**config.mk**
```make
export PLATFORM = sky130hd
export DESIGN_NAME = wdc_top
export DESIGN_NICKNAME = d
export VERILOG_FILES = /design/src/inc/wdc_pkg.sv /design/src/core/wdc_top.sv
export VERILOG_INCLUDE_DIRS = /design/src /design/src/inc
export SDC_FILE = /design/constraint.sdc
export NUM_CORES = 1
export LEC_CHECK = 0
export BUFFER_PORTS_ARGS = -buffer_cell sky130_fd_sc_hd__buf_2
export CORE_MARGIN = 2
export CORE_UTILIZATION = 45
export CTS_CLUSTER_DIAMETER = 150
export DETAILED_ROUTE_END_ITERATION = 16
export PLACE_DENSITY = 0.68
export SLEW_MARGIN = 5
export SYNTH_ARGS = -nofsm -noshare
export SYNTH_HDL_FRONTEND = slang
export SYNTH_SLANG_ARGS = --single-unit
```
**constraint.sdc**
```tcl
create_clock -name core_clk_i -period 6.2 [get_ports core_clk_i]
set_input_delay 1.24 -clock core_clk_i [delete_from_list [all_inputs] [get_ports core_clk_i]]
set_output_delay 1.24 -clock core_clk_i [all_outputs]
set_load 0.005 [all_outputs]
```
**src/inc/wdc_map.svh**
```systemverilog
// register offsets, field positions, reset values and timing counts
`ifndef WDC_MAP_SVH
`define WDC_MAP_SVH
`define WDC_OFS_CTRL 8'h00
`define WDC_OFS_CAUSE 8'h04
`define WDC_OFS_KICK 8'h08
`define WDC_OFS_STAT 8'h0C
`define WDC_OFS_CLR 8'h10
`define WDC_OFS_IEN 8'h14
`define WDC_CTRL_RST 8'h00
`define WDC_CAUSE_BIT 3
`define WDC_EV_IRQ 0
`define WDC_EV_RST 1
`define WDC_SEL_MAX 4'h9
`define WDC_UNLOCK_CYC 3'h4
`define WDC_BASE_TICKS 2048
`define WDC_CLK_HZ 40000000
`define WDC_OSC_HZ 128000
`endif

```
**src/inc/wdc_pkg.sv**
```systemverilog
// types shared by the watchdog control block
package wdc_pkg;

  // control register layout, msb first
  typedef struct packed {
    logic irq_flag;
    logic irq_on;
    logic sel_hi;
    logic unlock;
    logic on;
    logic [2:0] sel_lo;
  } wdc_ctrl_t;

  typedef struct packed {
    logic psel;
    logic penable;
    logic pwrite;
    logic [7:0] paddr;
    logic [31:0] pwdata;
  } wdc_apb_req_t;

  typedef struct packed {
    logic [31:0] prdata;
    logic pready;
    logic pslverr;
  } wdc_apb_rsp_t;

endpackage

```
**src/core/wdc_top.sv**
```systemverilog
// watchdog control with protected change window and apb registers
`timescale 1ns/1ps
`default_nettype none
`include "wdc_map.svh"

module wdc_top
  import wdc_pkg::*;
#(
  parameter int unsigned DIV = `WDC_CLK_HZ / `WDC_OSC_HZ,
  parameter int unsigned CNT_W = 21
)
(
  // clock and reset
  input wire logic core_clk_i,
  input wire logic sys_rst_i,
  // apb slave
  input wire wdc_apb_req_t apb_req_i,
  output wdc_apb_rsp_t apb_rsp_o,
  // fuse strap, high selects the higher level
  input wire logic safety_level_fuse_i,
  // watchdog reset request and interrupt
  output logic wdt_rst_o,
  output logic irq_o
);

  // ****************************************************
  // bus decode
  // ****************************************************
  wdc_ctrl_t ctrl_q;
  wdc_ctrl_t wd;
  wdc_ctrl_t ctrl_rd;
  logic acc;
  logic wr;
  logic wr_ctrl;
  logic mapped;
  logic [2:0] win_q;
  logic win_open;
  logic unlock_wr;
  logic level2;
  logic on_rd;
  logic cause_q;
  logic [1:0] stat_q;
  logic [1:0] ien_q;
  logic [31:0] prdata_q;
  logic [3:0] sel_new;
  logic [3:0] sel_ok;
  logic [3:0] sel_q;

  assign acc = apb_req_i.psel && apb_req_i.penable;
  assign wr = acc && apb_req_i.pwrite;
  assign wr_ctrl = wr && (apb_req_i.paddr == `WDC_OFS_CTRL);
  assign wd = wdc_ctrl_t'(apb_req_i.pwdata[7:0]);
  assign level2 = safety_level_fuse_i;
  assign win_open = (win_q != 3'h0);
  assign unlock_wr = wr_ctrl && wd.unlock && wd.on;

  always_comb
  begin
    case (apb_req_i.paddr)
      `WDC_OFS_CTRL, `WDC_OFS_CAUSE, `WDC_OFS_KICK,
      `WDC_OFS_STAT, `WDC_OFS_CLR, `WDC_OFS_IEN: mapped = 1'b1;
      default: mapped = 1'b0;
    endcase
  end

  // ****************************************************
  // change window
  // ****************************************************
  always_ff @(posedge core_clk_i or posedge sys_rst_i)
  begin
    if (sys_rst_i)
      win_q <= 3'h0;
    else if (unlock_wr)
      win_q <= `WDC_UNLOCK_CYC;
    else if (wr_ctrl && win_open)
      win_q <= 3'h0;
    else if (win_open)
      win_q <= win_q - 3'h1;
  end

  // ****************************************************
  // control register
  // ****************************************************
  logic running;
  logic to_q;
  logic rst_case;

  // reserved select codes fall back to the longest valid one
  assign sel_new = {wd.sel_hi, wd.sel_lo};
  assign sel_ok = (sel_new > `WDC_SEL_MAX) ? `WDC_SEL_MAX : sel_new;
  assign sel_q = {ctrl_q.sel_hi, ctrl_q.sel_lo};
  assign on_rd = ctrl_q.on || level2;
  assign running = on_rd || ctrl_q.irq_on;
  assign rst_case = to_q && !ctrl_q.irq_on && on_rd;

  always_ff @(posedge core_clk_i or posedge sys_rst_i)
  begin
    if (sys_rst_i)
      ctrl_q <= wdc_ctrl_t'(`WDC_CTRL_RST);
    else
    begin
      // flag: timeout sets, write one clears, set wins
      if (to_q && ctrl_q.irq_on)
        ctrl_q.irq_flag <= 1'b1;
      else if (wr_ctrl && wd.irq_flag)
        ctrl_q.irq_flag <= 1'b0;
      if (wr_ctrl)
        ctrl_q.irq_on <= wd.irq_on;
      else if (to_q && on_rd)
        ctrl_q.irq_on <= 1'b0;
      if (cause_q && !level2)
        ctrl_q.on <= 1'b1;
      else if (wr_ctrl && wd.on)
        ctrl_q.on <= 1'b1;
      else if (wr_ctrl && win_open && !level2)
        ctrl_q.on <= 1'b0;
      if (wr_ctrl && win_open)
      begin
        ctrl_q.sel_hi <= sel_ok[3];
        ctrl_q.sel_lo <= sel_ok[2:0];
      end
      ctrl_q.unlock <= 1'b0;
    end
  end

  always_comb
  begin
    ctrl_rd = ctrl_q;
    ctrl_rd.unlock = win_open;
    ctrl_rd.on = on_rd;
  end

  // ****************************************************
  // oscillator tick and timeout counter
  // ****************************************************
  logic [15:0] div_q;
  logic tick;
  logic [CNT_W-1:0] cnt_q;
  logic [CNT_W-1:0] last;
  logic to_raw;
  logic kick;

  assign tick = (div_q == 16'(DIV - 1));
  assign last = (CNT_W'(`WDC_BASE_TICKS) << sel_q) - CNT_W'(1);
  assign kick = wr && (apb_req_i.paddr == `WDC_OFS_KICK);
  assign to_raw = running && tick && (cnt_q == last);

  always_ff @(posedge core_clk_i or posedge sys_rst_i)
  begin
    if (sys_rst_i)
      div_q <= 16'h0000;
    else if (tick)
      div_q <= 16'h0000;
    else
      div_q <= div_q + 16'h0001;
  end

  always_ff @(posedge core_clk_i or posedge sys_rst_i)
  begin
    if (sys_rst_i)
      cnt_q <= '0;
    else if (!running || kick)
      cnt_q <= '0;
    else if (tick)
      cnt_q <= (cnt_q == last) ? '0 : cnt_q + CNT_W'(1);
  end

  // timeout acts one cycle after detection
  always_ff @(posedge core_clk_i or posedge sys_rst_i)
  begin
    if (sys_rst_i)
      to_q <= 1'b0;
    else
      to_q <= to_raw;
  end

  // ****************************************************
  // reset request, cause flag, interrupt status
  // ****************************************************
  always_ff @(posedge core_clk_i or posedge sys_rst_i)
  begin
    if (sys_rst_i)
      wdt_rst_o <= 1'b0;
    else
      wdt_rst_o <= rst_case;
  end

  always_ff @(posedge core_clk_i or posedge sys_rst_i)
  begin
    if (sys_rst_i)
      cause_q <= 1'b0;
    else if (rst_case)
      cause_q <= 1'b1;
    else if (wr && (apb_req_i.paddr == `WDC_OFS_CAUSE)
             && !apb_req_i.pwdata[`WDC_CAUSE_BIT])
      cause_q <= 1'b0;
  end

  always_ff @(posedge core_clk_i or posedge sys_rst_i)
  begin
    if (sys_rst_i)
      stat_q <= 2'h0;
    else
    begin
      for (int i = 0; i < 2; i++)
      begin
        if ((i == `WDC_EV_IRQ) ? (to_q && ctrl_q.irq_on) : rst_case)
          stat_q[i] <= 1'b1;
        else if (wr && (apb_req_i.paddr == `WDC_OFS_CLR) && apb_req_i.pwdata[i])
          stat_q[i] <= 1'b0;
      end
    end
  end

  always_ff @(posedge core_clk_i or posedge sys_rst_i)
  begin
    if (sys_rst_i)
      ien_q <= 2'h0;
    else if (wr && (apb_req_i.paddr == `WDC_OFS_IEN))
      ien_q <= apb_req_i.pwdata[1:0];
  end

  assign irq_o = |(stat_q & ien_q);

  // ****************************************************
  // read data, loaded in the setup cycle
  // ****************************************************
  always_ff @(posedge core_clk_i or posedge sys_rst_i)
  begin
    if (sys_rst_i)
      prdata_q <= 32'h0000_0000;
    else if (apb_req_i.psel && !apb_req_i.penable)
    begin
      case (apb_req_i.paddr)
        `WDC_OFS_CTRL: prdata_q <= {24'h00_0000, ctrl_rd};
        `WDC_OFS_CAUSE: prdata_q <= 32'(cause_q) << `WDC_CAUSE_BIT;
        `WDC_OFS_STAT: prdata_q <= {30'h0, stat_q};
        `WDC_OFS_IEN: prdata_q <= {30'h0, ien_q};
        default: prdata_q <= 32'h0000_0000;
      endcase
    end
  end

  always_comb
  begin
    apb_rsp_o.prdata = prdata_q;
    apb_rsp_o.pready = 1'b1;
    apb_rsp_o.pslverr = acc && !mapped;
  end

  // ****************************************************
  // checks
  // ****************************************************
  a_disable_locked: assert property (@(posedge core_clk_i) disable iff (sys_rst_i)
    ctrl_q.on && wr_ctrl && !wd.on && !win_open |=> ctrl_q.on)
    else $error("enable cleared without open window");

  a_window_expiry: assert property (@(posedge core_clk_i) disable iff (sys_rst_i)
    unlock_wr ##1 (!wr_ctrl) [*4] |=> !win_open)
    else $error("change window not closed after four cycles");

  a_window_open: assert property (@(posedge core_clk_i) disable iff (sys_rst_i)
    unlock_wr ##1 (!wr_ctrl) [*3] |=> win_open)
    else $error("change window shorter than four cycles");

  a_sel_guard: assert property (@(posedge core_clk_i) disable iff (sys_rst_i)
    !win_open |=> $stable(sel_q))
    else $error("timeout select changed outside window");

  a_enable_free: assert property (@(posedge core_clk_i) disable iff (sys_rst_i)
    wr_ctrl && wd.on |=> ctrl_rd.on)
    else $error("enable write of one ignored");

  a_level2_keep: assert property (@(posedge core_clk_i) disable iff (sys_rst_i)
    level2 && $past(level2) |-> ctrl_rd.on && running)
    else $error("watchdog stopped in higher level");

  a_cause_hold: assert property (@(posedge core_clk_i) disable iff (sys_rst_i)
    cause_q && !level2 |=> ctrl_q.on)
    else $error("enable not forced by cause flag");

  a_sel_clamp: assert property (@(posedge core_clk_i) disable iff (sys_rst_i)
    sel_q <= `WDC_SEL_MAX)
    else $error("reserved timeout select stored");

  a_tick_spacing: assert property (@(posedge core_clk_i) disable iff (sys_rst_i)
    tick |=> (!tick) [*8])
    else $error("oscillator tick too frequent");

  a_irq_on_clear: assert property (@(posedge core_clk_i) disable iff (sys_rst_i)
    to_q && on_rd && !wr_ctrl |=> !ctrl_q.irq_on)
    else $error("irq enable kept after timeout");

  a_reset_path: assert property (@(posedge core_clk_i) disable iff (sys_rst_i)
    to_raw && !ctrl_q.irq_on && on_rd && !wr_ctrl |=> ##1 wdt_rst_o ##1 cause_q)
    else $error("timeout did not request reset");

  a_window_close: assert property (@(posedge core_clk_i) disable iff (sys_rst_i)
    wr_ctrl && win_open && !unlock_wr |=> !win_open)
    else $error("window left open after write");

endmodule

`default_nettype wire

```
==> metrics.txt <==
status=finished, final reports clean; commonest non-fill, non-tap cell in the layout=dfrtp_1; max frequency=250.0 MHz; crit-path cells=buf_2, nor4_1, o21ai_0, and3_1, buf_2; clock buffer count from CTS=9; leakage power=0.001825 µW; Clock Tree Root=clkbuf_8; Longest Clk Path Bufs=2; CP endpoint kind=primary output; overall routing resource usage=18.53%; Slew Limit Fails=0; largest family of logic cells by synthesized area=simple AND/OR/NAND/NOR gates; CTS tree=yes; total power=886.2 µW; post-synthesis cell type count=59; Worst Setup Path Type=primary input to primary output; Seq/Total Area, Yosys=42.88%; initial core utilization=46.59%; die area=0.008774 mm²; P&R area growth vs syn=8.852%; DR vias=2,879; DRT Wirelength=7568 µm; layout cell share with drive strength beyond 1=13.21%; Diodes inserted=0; global-route wire length before repair=12,730 µm; clock sink count=62; grt ovf=0; # IOs=82; worst slew pin tran=0.9014 ns; RSZ-0062 raised after global routing=no; GPL Wtd Cong=0.7818; xor-xnor portion of the synthesized cell area=7.019%; CP peak stage delay=0.78 ns; Synth Flop Type=dfrtp_1; Routed Antenna Nets=0; pin count of the biggest net entering global routing=63; DR iter-0 viols=213; Final Hold Viols=0; Slew HR=39.35%; # DRC=0; Detail Placement HPWL=5366 µm; DR pass1 iterations=4; Core Util, Final=50.71%; Hold Buf Count CTS=0; number of fillers in the final layout=754; H-tree depth=3; vias per inst=5.473; Most common cell on crit path=buf_2; area share of fa/ha/maj cells after synthesis=1.729%; Yosys reg bits=62; peak supply drop=0.1695 mV; mux contribution to synthesized area=0.8645%; Die Span Y=93.67 µm; warnings from Yosys=0; Post-synth ARST share=100.0%; port bufs=32; simple-gate share of the synthesized area=24.93%; Die Wd=93.67 µm; initial antenna violation count=0; Clock transition at path regs=0.06 ns; Max-cap violations=0; Compound-Gate Fraction of Synth Area=14.42%; Hold WS=0.4748 ns; Data required, critical path=4.96 ns; Slowest-stage cell, CP=nor4_1; worst skew pair latency=0.34 ns; Final Instance Count excl. Fillers=526; vias in the first global route=2,692; Min-Delay Path Class=flip-flop to flip-flop; Layout Skew=0.006862 ns; commonest non-fill, non-tap cells in the layout=dfrtp_1 (62), nand2_1 (45), buf_2 (32); Final nets=471; CP Launch Type=primary input; sequential cell area=0.001551 mm²; core area=0.007767 mm²; Post-synth EDFFs=0; period utilization=64.51%; final number of setup-violating endpoints=0; row count=32; worst-path fanout max=6; Tmin final=4.000 ns; placed cell count=511; Post-Syn Area=0.003618 mm²; Post-CTS Repair Setup Buffers=0; Setup TNS=0 ns; Power Density=225.0 mW/mm²; footprint of the multi-input gates=0.001866 mm²; post-CTS sizing=0; Post-Syn Instances=395; synthesized area per cell=9.161 µm²; Critical Path AT=2.76 ns; drt wl/cell=14.39 µm
[where the power goes]
group | switching, µW | internal, µW
combinational | 47.1 | 34.2
clock | 154 | 224
sequential | 9.05 | 418
[cell type report]
type,instances,area share [%]
Sequential cell,62,39.39
Tap cell,102,3.240
Timing Repair Buffer,33,4.257
Clock buffer,11,3.335
Inverter,6,0.5718
Clock inverter,4,1.842
Multi-Input combinational cell,308,47.36
[Yosys cell counts, types with 3 or more instances]
library cell,n,share of area [%]
dfrtp_1,62,43
nand2_1,45,4.7
buf_4,27,5.6
nand3_1,26,3.6
nor2_1,23,2.4
o21ai_0,19,2.6
xor2_1,16,3.9
nor3_1,15,2.1
xnor2_1,13,3.1
and3_1,10,1.7
nand4_1,9,1.6
nor4_1,9,1.6
clkbuf_1,8,0.83
a22o_1,7,1.7
nand2b_1,7,1.2
o21a_1,7,1.5
inv_1,6,0.62
a21oi_1,5,0.69
buf_2,5,0.69
ha_1,5,1.7
a31oi_1,4,0.69
and4_1,4,0.97
o211ai_1,4,0.83
or3_1,4,0.69
and2_1,3,0.52
nand3b_1,3,0.62
nor2b_1,3,0.52
[worst paths after layout]
kind                                       start                    end  slack [ns]  depth (start not counted)
max                                apb_req_i[37]           apb_rsp_o[0]        2.20                          5
min                          div_q[15]$_DFF_PP0_    div_q[15]$_DFF_PP0_        0.47                          1
max reg2reg                ctrl_q[2]$_DFFE_PP0P_   cnt_q[3]$_DFFE_PP0P_        2.82                          9
min reg2reg                  div_q[15]$_DFF_PP0_    div_q[15]$_DFF_PP0_        0.47                          1
max in group asynchronous              sys_rst_i  cnt_q[14]$_DFFE_PP0P_        4.57                          3
min in group asynchronous              sys_rst_i   win_q[0]$_DFFE_PP0P_        1.11                          3
[cells by family (layout without fill, tap and decap cells)]
logic type      count (synthesis)  in the layout
mux                             3              3
other cells                     2             25
fa+ha+maj                       5              5
buf+inv                        48             54
compound gates                 72             72
xor+xnor                       29             29
flops                          62             62
simple gates                  174            174
[sequential cells by signal, summed over array words and instances (netlist names)]
name / count
ctrl_q: 7
cause_q: 1
stat_q: 2
prdata_q: 8
cnt_q: 21
div_q: 16
wdt_rst_o: 1
to_q: 1
ien_q: 2
win_q: 3
[critical path: cells and delay by family]
| family | cells | cell delay, ns |
|---|---|---|
| and+or+nand+nor | 2 | 1.02 |
| AOI/OAI and AO/OA | 1 | 0.27 |
| buffers and inverters | 2 | 0.22 |
[per-layer routing]
metal	part of all wire, %	global-route usage (%)	up-vias
met5	0	0	-
met4	0.61	6.763	0
met3	5.4	4.655	5
met2	46	27.88	66
met1	48	25.99	1392
li1	-	-	1416
[per-stage QoR]
stage	setup WS, ns	area (µm²)
after floorplan	2.796	3705
after global placement	2.325	3735
after detailed placement	2.267	3735
after CTS	2.213	3939
after global routing	2.119	3939
final	2.200	3939
Note: power is estimated with default switching activity, not from simulation.
